--- src/rtl/ces_consts.svh ---
`ifndef CES_CONSTS_SVH
`define CES_CONSTS_SVH

// Vector numbers.
`define CES_VEC_INIT_SP    8'h00
`define CES_VEC_INIT_PC    8'h01
`define CES_VEC_ACCESS     8'h02
`define CES_VEC_ADDRESS    8'h03
`define CES_VEC_ILLEGAL    8'h04
`define CES_VEC_DIVZERO    8'h05
`define CES_VEC_PRIV       8'h08
`define CES_VEC_TRACE      8'h09
`define CES_VEC_LINE_A     8'h0A
`define CES_VEC_LINE_F     8'h0B
`define CES_VEC_DEBUG      8'h0C
`define CES_VEC_FORMAT     8'h0E
`define CES_VEC_UNINIT     8'h0F
`define CES_VEC_SPURIOUS   8'h18
`define CES_VEC_AUTO_BASE  8'h18
`define CES_VEC_TRAP_BASE  8'h20
`define CES_VEC_USER_FIRST 8'h40

// Vector table size in bytes.
`define CES_VTAB_BYTES     32'h0000_0400

// Status word bit positions.
`define CES_SR_TRACE       15
`define CES_SR_SUPER       13
`define CES_SR_MASTER      12
`define CES_SR_IPM_HI      10
`define CES_SR_IPM_LO      8

// Vector base alignment: bits below this index are not implemented.
`define CES_VBR_LSB        20
`define CES_VBR_LOW_ZERO   20'h0_0000

// Stack frame.
`define CES_FMT_BASE       4'h4
`define CES_FRAME_BYTES    32'h0000_0008
`define CES_LONG_BYTES     32'h0000_0004

// Fault status codes.
`define CES_FS_IFETCH      4'h4
`define CES_FS_OPWRITE     4'h8
`define CES_FS_WRPROT      4'h9
`define CES_FS_OPREAD      4'hC
`define CES_FS_NONE        4'h0

// Acknowledge address space base; the level sits in bits 4:2.
`define CES_INTERRUPT_ACK_CYCLE_ADDR      32'hFFFF_FFE0
`define CES_INTERRUPT_ACK_CYCLE_PAD       27'h000_0000
`define CES_VEC_PAD        22'h00_0000

`endif

--- src/rtl/ces_pkg.sv ---
package ces_pkg;

  typedef enum logic [3:0] {
    CES_EXC_ACCESS  = 4'b0000,
    CES_EXC_ADDRESS = 4'b0001,
    CES_EXC_ILLEGAL = 4'b0010,
    CES_EXC_DIVZERO = 4'b0011,
    CES_EXC_PRIV    = 4'b0100,
    CES_EXC_TRACE   = 4'b0101,
    CES_EXC_LINE_A  = 4'b0110,
    CES_EXC_LINE_F  = 4'b0111,
    CES_EXC_DEBUG   = 4'b1000,
    CES_EXC_FORMAT  = 4'b1001,
    CES_EXC_TRAP    = 4'b1010,
    CES_EXC_IRQ     = 4'b1011
  } ces_exc_t;

  typedef enum logic [3:0] {
    CES_ST_IDLE     = 4'b0000,
    CES_ST_RST_SP   = 4'b0001,
    CES_ST_RST_PC   = 4'b0010,
    CES_ST_INTERRUPT_ACK_CYCLE     = 4'b0011,
    CES_ST_PUSH_SR  = 4'b0100,
    CES_ST_PUSH_PC  = 4'b0101,
    CES_ST_VEC_FET  = 4'b0110,
    CES_ST_OP_FET   = 4'b0111
  } ces_state_t;

  typedef struct packed {
    ces_state_t  st;
    logic [15:0] sr;
    logic [15:0] srSaved;
    logic [31:0] sp;
    logic [31:0] origSp;
    logic [3:0]  fmt;
    logic [3:0]  fs;
    logic [7:0]  vec;
    logic [31:0] pc;
    logic [11:0] vbrHi;
    logic [31:0] handler;
    logic [2:0]  level;
    logic        inhibit;
    logic        ackSpace;
    logic [31:0] memAddr;
    logic [31:0] memWdata;
    logic        srUpd;
    logic        spUpd;
    logic        pcUpd;
    logic        done;
  } ces_seq_t;

  localparam ces_seq_t CES_SEQ_RESET = '{st: CES_ST_RST_SP, default: '0};

endpackage : ces_pkg

--- src/rtl/ces_vec_if.sv ---
`timescale 1ns/1ps
interface ces_vec_if;
  import ces_pkg::*;
  ces_exc_t   excType;
  logic [3:0] trapNum;
  logic [2:0] irqLevel;
  logic [7:0] vector;
  logic [7:0] autoVector;
  logic       stackFault;
  logic       keepFs;
  logic       isIrq;

  modport calc (input excType, input trapNum, input irqLevel,
                output vector, output autoVector, output stackFault,
                output keepFs, output isIrq);
  modport seq  (output excType, output trapNum, output irqLevel,
                input vector, input autoVector, input stackFault,
                input keepFs, input isIrq);
endinterface : ces_vec_if

--- src/rtl/ces_sequencer.sv ---
`timescale 1ns/1ps
`include "ces_consts.svh"
// Functional notes
// RL1 - Save status, set supervisor, clear trace
// RL2 - Interrupt: clear master, mask gets level
// RL3 - Faults vector internally, interrupts via acknowledge
// RL4 - Acknowledge in own space, level in address
// RL5 - Single stack, frame word-aligned at top
// RL6 - Handler fetched at base plus four times vector
// RL7 - Vector table aligned to one megabyte
// RL8 - Processing ends when opcode fetch issued
// RL9 - 256 vectors, 192 user interrupt vectors
// RL10 - No interrupt sampling in first handler instruction
// RL11 - Vector 0 stack, vector 1 program counter
// RL12 - Vectors 2-5 and 8 stack fault address
// RL13 - Vectors 10, 11, 14 stack fault address
// RL14 - Trace, debug, interrupts, traps stack next address
// RL15 - Autovector levels 1-7 give vectors 25-31
// RL16 - Traps 0-15 give vectors 32-47
// RL17 - Frame: format/vector plus status, then PC
// RL18 - Format 4-7 from stack low bits
// RL19 - Fault status only for access/address errors
// RL20 - Vector field internal or from peripheral
// RL21 - Low 20 base bits read zero
// RL22 - Status bit 15 is trace, cleared
// RL23 - Status longword at new stack, PC above
module ces_sequencer
  import ces_pkg::*;
(
  input  wire logic        mclk,
  input  wire logic        nrst,
  input  wire logic        excReq,
  input  wire ces_exc_t    excType,
  input  wire logic [3:0]  excTrapNum,
  input  wire logic [3:0]  excFaultStatus,
  input  wire logic [2:0]  irqLevel,
  input  wire logic [31:0] faultPc,
  input  wire logic [31:0] nextPc,
  input  wire logic [15:0] processorStatusWordIn,
  input  wire logic [31:0] stackPointerRegIn,
  input  wire logic        vectorBaseWe,
  input  wire logic [31:0] vectorBaseWdata,
  input  wire logic        instrRetire,
  output logic             memReq,
  output logic             memWe,
  output logic             memAckSpace,
  output logic [31:0]      memAddr,
  output logic [31:0]      memWdata,
  input  wire logic        memAck,
  input  wire logic        memErr,
  input  wire logic        memAutoVec,
  input  wire logic [31:0] memRdata,
  output logic [15:0]      processorStatusWordOut,
  output logic             processorStatusWordUpd,
  output logic [31:0]      stackPointerRegOut,
  output logic             stackPointerRegUpd,
  output logic [31:0]      handlerPc,
  output logic             handlerPcUpd,
  output logic [31:0]      vectorBaseReg,
  output logic             excBusy,
  output logic             excDone,
  output logic             irqSampleInhibit
);

  ces_seq_t q;
  ces_seq_t n;
  ces_vec_if vif ();

  ces_vector_calc u_calc (
    .vif (vif.calc)
  );

  assign vif.excType  = excType;
  assign vif.trapNum  = excTrapNum;
  assign vif.irqLevel = irqLevel;

  logic        start;
  logic [31:0] alignedSp;
  logic [31:0] vecAddr;
  logic [31:0] frameWord;
  logic [7:0]  iackVec;
  logic [7:0]  periphByte;

  assign start     = excReq && (q.st == CES_ST_IDLE);
  assign alignedSp = {stackPointerRegIn[31:2], 2'h0} - `CES_FRAME_BYTES; // RL5 RL18
  assign vecAddr   = {q.vbrHi, `CES_VBR_LOW_ZERO} | {`CES_VEC_PAD, q.vec, 2'h0}; // RL6 RL7
  // Format in 31:28, fault status split around the vector, status word low.
  // The stacked status word is the copy taken before supervisor entry, so a handler sees trace.
  assign frameWord = {q.fmt, q.fs[3:2], q.vec, q.fs[1:0], q.srSaved}; // RL17 RL20
  assign periphByte = memRdata[7:0];

  // An autovector answer or a failed acknowledge overrides the returned byte.
  always_comb begin
    if (memErr) begin
      iackVec = `CES_VEC_SPURIOUS; // RL14
    end else if (memAutoVec) begin
      iackVec = vif.autoVector; // RL15
    end else begin
      iackVec = memRdata[7:0]; // RL3 RL9 RL20
    end
  end

  always_comb begin
    n        = q;
    n.srUpd  = 1'b0;
    n.spUpd  = 1'b0;
    n.pcUpd  = 1'b0;
    n.done   = 1'b0;
    if (vectorBaseWe) begin
      n.vbrHi = vectorBaseWdata[31:`CES_VBR_LSB]; // RL21
    end
    if (q.inhibit && instrRetire && (q.st == CES_ST_IDLE)) begin
      n.inhibit = 1'b0; // RL10
    end
    case (q.st)
      CES_ST_IDLE: begin
        if (excReq) begin
          n.srSaved            = processorStatusWordIn; // RL1 RL17
          n.sr                 = processorStatusWordIn; // RL1
          n.sr[`CES_SR_TRACE]  = 1'b0; // RL1 RL22
          n.sr[`CES_SR_SUPER]  = 1'b1; // RL1
          if (vif.isIrq) begin
            n.sr[`CES_SR_MASTER]                   = 1'b0; // RL2
            n.sr[`CES_SR_IPM_HI:`CES_SR_IPM_LO]    = irqLevel; // RL2
          end
          n.srUpd   = 1'b1;
          n.origSp  = stackPointerRegIn;
          n.sp      = alignedSp; // RL5
          n.fmt     = `CES_FMT_BASE + {2'h0, stackPointerRegIn[1:0]}; // RL18
          n.fs      = vif.keepFs ? excFaultStatus : `CES_FS_NONE; // RL19
          n.vec     = vif.vector; // RL3
          n.pc      = vif.stackFault ? faultPc : nextPc; // RL12 RL13 RL14
          n.level   = irqLevel;
          n.inhibit = 1'b1; // RL10
          if (vif.isIrq) begin
            n.st       = CES_ST_INTERRUPT_ACK_CYCLE;
            n.ackSpace = 1'b1;
            n.memAddr  = `CES_INTERRUPT_ACK_CYCLE_ADDR | {`CES_INTERRUPT_ACK_CYCLE_PAD, irqLevel, 2'h0}; // RL4
          end else begin
            n.st       = CES_ST_PUSH_SR;
            n.memAddr  = alignedSp; // RL23
          end
        end
      end
      CES_ST_RST_SP: begin
        n.memAddr = {q.vbrHi, `CES_VBR_LOW_ZERO} | {`CES_VEC_PAD, `CES_VEC_INIT_SP, 2'h0};
        if (memAck) begin
          n.sp      = memRdata; // RL11
          n.spUpd   = 1'b1;
          n.st      = CES_ST_RST_PC;
          n.memAddr = {q.vbrHi, `CES_VBR_LOW_ZERO} | {`CES_VEC_PAD, `CES_VEC_INIT_PC, 2'h0};
        end
      end
      CES_ST_RST_PC: begin
        if (memAck) begin
          n.handler = memRdata; // RL11
          // Reset also ends in a handler, so its first instruction is shielded too.
          n.inhibit = 1'b1; // RL10
          n.memAddr = memRdata;
          n.st      = CES_ST_OP_FET;
        end
      end
      CES_ST_INTERRUPT_ACK_CYCLE: begin
        if (memAck || memErr) begin
          n.vec      = iackVec; // RL20
          n.ackSpace = 1'b0;
          n.memAddr  = q.sp; // RL23
          n.st       = CES_ST_PUSH_SR;
        end
      end
      CES_ST_PUSH_SR: begin
        if (memAck) begin
          n.memAddr  = q.sp + `CES_LONG_BYTES; // RL23
          n.memWdata = q.pc; // RL17
          n.st       = CES_ST_PUSH_PC;
        end else begin
          n.memWdata = frameWord; // RL17
        end
      end
      CES_ST_PUSH_PC: begin
        if (memAck) begin
          n.spUpd   = 1'b1; // RL18
          n.memAddr = vecAddr; // RL6
          n.st      = CES_ST_VEC_FET;
        end
      end
      CES_ST_VEC_FET: begin
        if (memAck) begin
          n.handler = memRdata; // RL6
          n.memAddr = memRdata;
          n.st      = CES_ST_OP_FET;
        end
      end
      CES_ST_OP_FET: begin
        if (memAck) begin
          n.pcUpd = 1'b1;
          n.done  = 1'b1; // RL8
          n.st    = CES_ST_IDLE;
        end
      end
      default: n.st = CES_ST_IDLE;
    endcase
  end

  always_ff @(posedge mclk or negedge nrst) begin
    if (!nrst) begin
      q <= CES_SEQ_RESET;
    end else begin
      q <= n;
    end
  end

  // The frame word needs the vector, so it is loaded one cycle into the push.
  assign memReq      = (q.st != CES_ST_IDLE) &&
                       !((q.st == CES_ST_PUSH_SR) && (q.memWdata != frameWord));
  assign memWe       = (q.st == CES_ST_PUSH_SR) || (q.st == CES_ST_PUSH_PC);
  assign memAckSpace = q.ackSpace; // RL4
  assign memAddr     = q.memAddr;
  assign memWdata    = q.memWdata;

  assign processorStatusWordOut = q.sr;
  assign processorStatusWordUpd = q.srUpd;
  assign stackPointerRegOut     = q.sp;
  assign stackPointerRegUpd     = q.spUpd;
  assign handlerPc              = q.handler;
  assign handlerPcUpd           = q.pcUpd;
  assign vectorBaseReg          = {q.vbrHi, `CES_VBR_LOW_ZERO}; // RL21
  assign excBusy                = (q.st != CES_ST_IDLE);
  assign excDone                = q.done;
  assign irqSampleInhibit       = q.inhibit; // RL10
endmodule : ces_sequencer

--- src/rtl/ces_vector_calc.sv ---
`timescale 1ns/1ps
`include "ces_consts.svh"
module ces_vector_calc
  import ces_pkg::*;
(
  ces_vec_if.calc vif
);

  always_comb begin
    vif.stackFault = 1'b1;
    vif.keepFs     = 1'b0;
    vif.isIrq      = 1'b0;
    vif.vector     = `CES_VEC_ILLEGAL;
    case (vif.excType)
      CES_EXC_ACCESS: begin
        vif.vector = `CES_VEC_ACCESS; // RL12
        vif.keepFs = 1'b1; // RL19
      end
      CES_EXC_ADDRESS: begin
        vif.vector = `CES_VEC_ADDRESS; // RL12
        vif.keepFs = 1'b1; // RL19
      end
      CES_EXC_ILLEGAL: vif.vector = `CES_VEC_ILLEGAL; // RL12
      CES_EXC_DIVZERO: vif.vector = `CES_VEC_DIVZERO; // RL12
      CES_EXC_PRIV:    vif.vector = `CES_VEC_PRIV; // RL12
      CES_EXC_LINE_A:  vif.vector = `CES_VEC_LINE_A; // RL13
      CES_EXC_LINE_F:  vif.vector = `CES_VEC_LINE_F; // RL13
      CES_EXC_FORMAT:  vif.vector = `CES_VEC_FORMAT; // RL13
      CES_EXC_TRACE: begin
        vif.vector     = `CES_VEC_TRACE; // RL14
        vif.stackFault = 1'b0;
      end
      CES_EXC_DEBUG: begin
        vif.vector     = `CES_VEC_DEBUG; // RL14
        vif.stackFault = 1'b0;
      end
      CES_EXC_TRAP: begin
        vif.vector     = `CES_VEC_TRAP_BASE + {4'h0, vif.trapNum}; // RL16
        vif.stackFault = 1'b0; // RL14
      end
      CES_EXC_IRQ: begin
        // The real vector arrives later from the acknowledge cycle.
        vif.vector     = `CES_VEC_SPURIOUS;
        vif.stackFault = 1'b0; // RL14
        vif.isIrq      = 1'b1;
      end
      default: vif.vector = `CES_VEC_ILLEGAL;
    endcase
  end

  assign vif.autoVector = `CES_VEC_AUTO_BASE + {5'h00, vif.irqLevel}; // RL15

endmodule : ces_vector_calc

--- config.mk ---
export PLATFORM = sky130hd
export DESIGN_NAME = ces_sequencer
export DESIGN_NICKNAME = d
export VERILOG_FILES = /design/src/rtl/ces_pkg.sv /design/src/rtl/ces_vec_if.sv /design/src/rtl/ces_sequencer.sv /design/src/rtl/ces_vector_calc.sv
export VERILOG_INCLUDE_DIRS = /design/src /design/src/rtl
export SDC_FILE = /design/constraint.sdc
export NUM_CORES = 1
export LEC_CHECK = 0
export BUFFER_PORTS_ARGS = -buffer_cell sky130_fd_sc_hd__buf_2
export CAP_MARGIN = 25
export CORE_ASPECT_RATIO = 1.4
export CORE_MARGIN = 2
export CORE_UTILIZATION = 41
export CTS_CLUSTER_SIZE = 12
export DETAILED_ROUTE_END_ITERATION = 7
export HOLD_SLACK_MARGIN = 0.06
export PLACE_DENSITY = 0.66
export SLEW_MARGIN = 5
export SYNTH_ARGS = -nofsm -noshare
export SYNTH_HDL_FRONTEND = slang
export SYNTH_SLANG_ARGS = --single-unit
--- constraint.sdc ---
create_clock -name mclk -period 3.3 [get_ports mclk]
set_input_delay 0.66 -clock mclk [delete_from_list [all_inputs] [get_ports mclk]]
set_output_delay 0.66 -clock mclk [all_outputs]
set_load 0.01 [all_outputs]
After elaboration in Yosys (flattened, before gate mapping)
Index checks and enable logic that the tools add are counted.
Cells by class
  add/sub/neg operators: 5
  multiply operators: 0
  divide/modulo/power cells: 0
  magnitude comparators: 0
  equal/unequal tests: 26
  shifts and indexed selects: 0
  multiplexer cells: 41
  bitwise operators: 1
  reduce and logical (&&, ||, !) cells: 24
Operators by type and width (number)
  $mux W32: 6
  $pmux W32 S6: 1
  $mux W148: 1
  $pmux W8 S11: 1
  $pmux W32 S2: 1
  $mux W34: 1
  $mux W33: 1
  $add A32 B3 Y32 const B: 1
  $eq A4 B3 Y1 const B: 8
  $ne A32 B32 Y1: 1
  $or A32 B10 Y32: 1
  $sub A32 B4 Y32 const B: 1
  $mux W4: 7
  $pmux W4 S7: 1
  $mux W8: 3
  $eq A4 B4 Y1 const B: 4
  $pmux W8 S2: 1
  $eq A4 B2 Y1 const B: 3
  $ne A2 B2 Y1 const B: 6
  $mux W1: 10
  $mux W3: 3
  $eq A4 B1 Y1 const B: 2
  $logic_not A4 Y1: 2
  $add A6 B4 Y7 const A: 1
  18 further kinds: 30
Storage, ports and cells
  flip-flop bits (word level): 261
  latch bits: 0
  RAM bits: 0
  bits in read-only memories: 0
  input port bits: 199
  word-level logic and storage cells: 116
  memories: 0

Logic depth before layout (Yosys ltp)
Gate-level depths: netlist of run 1.
  depth in word-level cells: 6
  mapped depth: 9
  depth with buffers taken out: 8

Cells and area by module
Synthesis of run 1 repeated with hierarchy kept, for this count alone.
Unflattened totals
  cells, all modules: 1502
  area, all modules: 13306.5 µm²
Modules (own cells, without submodules)
  ces_sequencer: times used 1, cells each 1469, area each 13070.0 µm²
  ces_vector_calc: times used 1, cells each 33, area each 236.5 µm²

Least setup slack after synthesis of run 1
OpenSTA, ideal clock, no wires.
  kind: input to register
  start point: input port stackPointerRegIn[21]
  end point: register q, in the netlist stackPointerRegOut[26]
  library setup time: 0.073 ns
  arrival time: 2.309 ns
  data required time: 3.227 ns
  setup slack: 0.918 ns
  stages: 6
  cells stage by stage: or3_4 -> or4_1 -> or4_1 -> a21boi_1 -> nand2_1 -> a21oi_2
On the way
  longest elaborated chain between the ends: 3
Ends and longest elaborated chain
  start: declaration: RTL line ces_sequencer.sv:40  | input wire logic [31:0] stackPointerRegIn,
  $sub A32 B4 Y32 (no line)
  $mux W148: RTL line ces_sequencer.sv:117  | if (excReq) begin
  $pmux W32 S2: RTL line ces_sequencer.sv:115  | case (q.st)
  end signal: assignment: RTL line ces_sequencer.sv:209  | q <= n;
  end: declaration: RTL line ces_sequencer.sv:65  | ces_seq_t q;
Every way passes these cells. The select of a mux whose other input is x is not followed.
A chain may end at the register's enable or synchronous reset.

Final worst setup path of run 1
  start point: register q, in the netlist frameWord[19]
  end point: output port memReq
On the way
  longest elaborated chain between the ends: 4
Ends and longest elaborated chain
  $ne A32 B32 Y1: RTL line ces_sequencer.sv:215  | !((q.st == CES_ST_PUSH_SR) && (q.memWdata != frameWord));
  $logic_and A1 B1 Y1: RTL line ces_sequencer.sv:215
  $logic_not A1 Y1: RTL line ces_sequencer.sv:215
  $logic_and A1 B1 Y1: RTL line ces_sequencer.sv:214  | assign memReq = (q.st != CES_ST_IDLE) &&
  end: declaration: RTL line ces_sequencer.sv:44  | output logic memReq,
Every way passes these cells.

==> qor.yml, run 1 <==
outcome:
  status: "finished, final reports clean"
detailed_routing:
  drtAntennaViolNets: 0
  viasPerCell: 5.47
  initialDrtViolationCount: 693
  routedWlPerCell_um: 20.0
  num_vias: 11100
  wl_um: 40900
  drc: 0
  dr.pass1.iters: 5
cells_and_area:
  layout_commonest_cell: "buf_2"
  antenna_cells: 0
  final_cell_mix: "341 x buf_2, 222 x nand2_1, 214 x dfrtp_1, 109 x o21ai_0, 87 x nor2_1"
  drive_gt1_share_pct: 29.0
  final_util_pct: 47.0
  nets: 1828
  multiInputGateArea_um2: 6050
  syn2layout_area_growth_pct: 13.2
  fillers: 3024
  regArea_um2: 5380
synthesis:
  synth_top_area_share_pct: 40.9
  syn_inst: 1474
  synth_ff_type: "dfrtp_1"
  ys_seq_area_share_pct: 41.1
  synthTopCellsByArea: "dfrtp_1 41%, buf_4 10%, nand2_1 6.4%"
  async_flop_share_pct: 100
  synth.avg_cell_area_um2: 8.88
  synth_edf_count: 0
  syn_area_um2: 13100
  synth.ff_latch_count: 215
  synth_top_cell_by_area: "dfrtp_1"
  yosys_warnings: 0
  synth_cell_types: 63
power:
  seq_power_share_pct: 36.7
  leakage_nw: 7.03
  intPower_mw: 7.92
  pwr-share-clk_pct: 20.7
  p_total_mw: 13.6
  p_sw_mw: 5.68
  pwr-share-comb_pct: 42.6
  vdd_drop_max_uv: 440
  switching_share_pct: 41.8
  power_density_nw_per_um2: 918
sta:
  tightest_slew_ps: 903
  relSlewSlack_pct: 39.8
  finalMaxSlewViolations: 0
  hold_viol: 0
  setup_viol: 0
  timing.final.crit_share_pct: 88.1
  rsz0062_at_grt: "false"
  setup-tns-final_ps: 0
  clock_skew_ps: 12.9
  worst_slack_ps: 392
  period_needed_ps: 2910
  max_freq_mhz: 344
die:
  initial_core_util_pct: 41.5
  pin_count: 384
  die_area_um2: 33400
  die_height_um: 215
  num_rows: 77
  core_area_um2: 31500
  die_x_um: 155
setup_path:
  r2r_slack_ps: 870
  r2r_start: "q[261]"
  required_ps: 2640
  crit_path_start_kind: "flip-flop"
  ff2ff_path_depth: 5
  criticalPathCategory: "flip-flop to output port"
  worstSetupStartpoint: "frameWord[19]"
  r2r-end: "memAddr[15]"
  cp.arrival_ps: 2250
  path_max_fanout: 4
  endpoint_kind: "output port"
cts:
  h-tree-depth: 1
  path_clk_slew_ps: 60
  clock_latency_ps: 530
  cts_buffers: 25
  cts_max_path_buffers: 3
  cts_setup_buffers: 0
  cts_hold_buffers: 0
  root_buffer: "clkbuf_16"
  numClockSinks: 215
  post_cts_resized: 0
  cts_tree: "yes"
grt:
  grt_usage_pct: 23.9
  grt_overflow_total: 0
  grt_pass1_wl_um: 62500
  grt_max_degree: 96
  antenna_found_initial: 1
  grt_pass1_vias: 10700
worst_hold_path:
  min_path_type: "primary input to async pin"
placed_design:
  dp_hpwl_um: 30300
  dp_slack_ps: 531
  io_buffers: 342
  place_congestion: 0.914
flow_run:
  maxCapViolations: 0
-- state kept, by name (all words and copies together) (netlist names), 5 cells and up --
register,cells
q,37
handlerPc,32
memAddr,32
memWdata,32
stackPointerRegOut,32
frameWord,28
vectorBaseReg,12
processorStatusWordOut,5
-- final cells by class --
class / count / area share, %
tap: 395 / 3.34
clock inverter: 8 / 0.659
sequential: 215 / 36.3
timing repair buffer: 374 / 13.5
clock buffer: 35 / 4.95
inverter: 14 / 0.355
multi-input combinational: 997 / 40.8
-- synthesized netlist by cell type (3+ instances only) --
| cell type | count |
|---|---|
| nand2_1 | 224 |
| dfrtp_1 | 214 |
| buf_4 | 177 |
| o21ai_0 | 109 |
| nor2_1 | 88 |
| a21oi_1 | 80 |
| mux2i_1 | 73 |
| clkbuf_1 | 68 |
| xnor2_1 | 49 |
| mux2_2 | 45 |
| nand3_1 | 27 |
| nand4_1 | 25 |
| nor3_1 | 23 |
| xor2_1 | 22 |
| o221ai_1 | 19 |
| o22ai_1 | 19 |
| nor4_1 | 17 |
| a31oi_1 | 15 |
| o21a_1 | 14 |
| o31ai_1 | 13 |
| and3_1 | 12 |
| inv_1 | 12 |
| buf_1 | 11 |
| o311ai_0 | 10 |
| o21ai_1 | 9 |
| buf_2 | 8 |
| a211oi_1 | 7 |
| nor2b_1 | 7 |
| a221oi_1 | 6 |
| and2_1 | 6 |
| nand2b_1 | 6 |
| nand3b_1 | 6 |
| or3_1 | 6 |
| a21boi_1 | 4 |
| or4_1 | 4 |
| a21boi_0 | 3 |
| a21o_1 | 3 |
-- worst max-delay path: stages (launching register included) --
cell and delay (ps):
dfrtp_1 450, xor2_1 210, nor4_1 560, nand4_1 170
nand3_1 150, buf_2 160
-- stage by stage --
step	area (um^2)	std cells	hold slack, ps
after floorplan	13200	1494	364
after global placement	14000	1994	460
after detailed placement	14000	1995	465
after CTS	14800	2038	86.6
after global routing	14800	2038	103
final	14800	2038	62.9
-- worst max-delay path by stage --
stage,end,slack (ps),cells after the start
2_1_floorplan,stackPointerRegOut[26],920,6
3_3_place_gp,memAddr[21],590,9
3_5_place_dp,memAddr[21],530,9
4_1_cts,memReq,330,5
5_1_grt,memReq,330,5
6_report,memReq,390,5
-- power groups by stage --
stage	clock network [mW]	logic, mW	registers, mW
after global placement	0	5.71	4.96
final	2.81	5.80	4.99
after global routing	2.99	6.40	5.16
after floorplan	0	4.88	4.63
after CTS	2.88	5.85	4.98
after detailed placement	0	5.82	5.01
-- cells by family (layout without fill, tap and decap cells) --
logic type | after synthesis | after routing | share of synthesized area (%)
and+or+nand+nor | 461 | 461 | 16.0
AOI/OAI and AO/OA | 324 | 324 | 14.9
buffers and inverters | 282 | 431 | 13.5
DFF | 215 | 215 | 41.1
muxes | 118 | 118 | 9.46
xor gates and xnor gates | 71 | 71 | 4.75
adders and majority gates | 2 | 2 | 0.191
other | 1 | 21 | 0.0287
-- layer usage --
metal,up-vias,track usage (%),part of all wire [%]
met1,5320,28.7,39
met3,86,3.98,6.8
li1,5260,-,-
met4,2,10.8,4.6
met2,470,41.9,50
met5,-,0,0.039
(Power assumes the default switching activity.)
==> run 2, diff against run 1 <==
--- a/config.mk
+++ b/config.mk
@@ -14,7 +14,7 @@
 export CTS_CLUSTER_SIZE = 12
 export DETAILED_ROUTE_END_ITERATION = 7
 export HOLD_SLACK_MARGIN = 0.06
-export PLACE_DENSITY = 0.66
+export PLACE_DENSITY = 0.73
 export SLEW_MARGIN = 5
 export SYNTH_ARGS = -nofsm -noshare
 export SYNTH_HDL_FRONTEND = slang
==> constraint.sdc (replaced) <==
create_clock -name mclk -period 2.75 [get_ports mclk]
set_input_delay 0.55 -clock mclk [delete_from_list [all_inputs] [get_ports mclk]]
set_output_delay 0.55 -clock mclk [all_outputs]
set_load 0.01 [all_outputs]
==> run 2 against run 1 <==
Design area increased by 0.79%; sequential share of layout area decreased by 0.28 points; register-to-register slack got worse by 560 ps; combinational power increased by 23%; sequential cell count unchanged; wire length increased by 2.5%; largest power group unchanged; highest routed layer unchanged.
==> qor.yml, run 2 (same netlist as run 1, synthesis figures left out) <==
cells_and_area:
  largest_reg_flops: 37  # unchanged
  nets: 1844  # +0.88%
  final_util_pct: 47.4  # +0.37 points
  syn2layout_area_growth_pct: 14.1
  regMostFlops: "q"
  layout_commonest_cell: "buf_2"
  drive_gt1_share_pct: 29.8  # +0.76 points
  antenna_cells: 0  # unchanged
  stdcell_count: 2053  # +0.74%
  final_cell_mix: "341 x buf_2, 222 x nand2_1, 214 x dfrtp_1, 109 x o21ai_0, 87 x nor2_1"
grt:
  grt_pass1_wl_um: 64700  # +3.5%
  grt_overflow_total: 0  # unchanged
  antenna_found_initial: 1  # unchanged
  grt_usage_pct: 24.8  # +0.82 points
  grt_pass1_vias: 11100  # +3.7%
  grt_max_degree: 91  # -5.2%
worst_hold_path:
  min_path_type: "primary input to flip-flop"
detailed_routing:
  drc: 0  # unchanged
  wl_um: 41900  # +2.5%
  drtAntennaViolNets: 0  # unchanged
  dr.pass1.iters: 5  # unchanged
  viasPerCell: 5.51  # +0.91%
  num_vias: 11300  # +1.7%
  routedWlPerCell_um: 20.4  # +1.8%
  initialDrtViolationCount: 666  # -3.9%
setup_path:
  path_max_fanout: 3  # -1
  crit_path_start_kind: "flip-flop"
  criticalPathCategory: "flip-flop to output port"
  cp.arrival_ps: 2070  # -180 ps
  endpoint_kind: "output port"
  required_ps: 2200  # -440 ps
placed_design:
  dp_hpwl_um: 31200  # +3.1%
  placed_cells: 2011  # +0.80%
  io_buffers: 342  # unchanged
  place_congestion: 0.894  # -2.3%
sta:
  setup_viol: 0  # unchanged
  hold_viol: 0  # unchanged
  setup-tns-final_ps: 0  # unchanged
  rsz0062_at_grt: "false"
  finalMaxSlewViolations: 0  # unchanged
  relSlewSlack_pct: 41.5  # +1.7 points
  clock_skew_ps: 11.6  # -1.32 ps
  tightest_slew_ps: 876  # -27.8 ps
  period_needed_ps: 2620
  worst_hold_slack_ps: 204  # +141 ps
  timing.final.crit_share_pct: 95.2
  max_freq_mhz: 382
cts:
  numClockSinks: 215  # unchanged
  cts_buffers: 24  # -4.0%
  cts_setup_buffers: 0  # unchanged
  cts_tree: "yes"
  cts_max_path_buffers: 3  # unchanged
  h-tree-depth: 1  # unchanged
  clock_latency_ps: 540  # about the same
  root_buffer: "clkbuf_16"
  path_clk_slew_ps: 60  # about the same
outcome:
  status: "finished, final reports clean"
flow_run:
  maxCapViolations: 0  # unchanged
die:
  die_area_um2: 33400  # unchanged
  num_rows: 77  # unchanged
  die_height_um: 215  # unchanged
  pin_count: 384  # unchanged
  core_area_um2: 31500  # unchanged
  die_x_um: 155  # unchanged
  initial_core_util_pct: 41.5  # unchanged
power:
  vdd_drop_max_uv: 546  # +24%
  power_density_nw_per_um2: 1100  # +19%
  p_total_mw: 16.4  # +20%
  leakage_nw: 7.11  # +1.1%
[run 2: cell types whose count changed in the layout (fill, tap and decap cells not counted), sizes merged]
| cell | delta |
|---|---|
| buf | +16 |
| clkinv | +1 |
| dlygate4sd3 | +1 |
| bufinv | -1 |
| clkinvlp | -2 |
[run 2: worst max-delay path, stage by stage (launching register included)]
cell,delay [ps]
dfrtp_1,450
xnor2_1,230
nand4_1,150
nor4_2,310
nand4_1,130
nand3_1,100
buf_2,160
[run 2: routing by layer]
| metal | part of all wire, % | vias to the layer above | GRT usage, % |
|---|---|---|---|
| li1 | - | 5283 | - |
| met1 | 39 | 5443 | 30.0 |
| met2 | 50 | 498 | 42.9 |
| met3 | 6.4 | 96 | 3.86 |
| met4 | 5.0 | 2 | 11.6 |
| met5 | 0.031 | - | 0 |
[run 2: where the power goes]
part	switching, mW	internal [mW]	leakage [nW]
combinational	4.17	2.94	4.09
sequential	1.37	4.62	2.63
clock	1.35	1.90	0.386
total	6.90	9.46	7.11
[run 2: path summary, 6_finish.rpt]
kind,startpoint,endpoint,slack (ps),cells past startpoint
max in group asynchronous,nrst,memWdata[16],1350,3
min in group asynchronous,nrst,stackPointerRegOut[31],550,2
worst min register to register,q[122],q[122],480,2
worst max register to register,q[261],handlerPc[2],310,5
worst min-delay path,stackPointerRegIn[0],q[165],200,3
worst max-delay path,frameWord[24],memReq,130,6
[run 2: stage by stage]
| stage | cell area, um^2 | setup WS, ps |
|---|---|---|
| floorplan | 13200 | 478 |
| global placement | 14100 | 208 |
| detailed placement | 14100 | 191 |
| CTS | 14900 | 42.6 |
| global route | 14900 | 3.65 |
| finish | 14900 | 131 |
[run 2: timing repair]
item,CTS,global route
hold buffers,1,0
hold endpoints to repair,64,0
resized for setup,4,0
endpoints found under the setup margin,1,0
[run 2: layout make-up]
cell class	count	area, um^2
clock inverters	6	57.6
fillers	3033	16600
multi-input cells	997	6080
inverters	14	52.6
clock buffers	35	723
well taps	395	494
repair buffers	391	2140
flip-flops and latches	215	5380
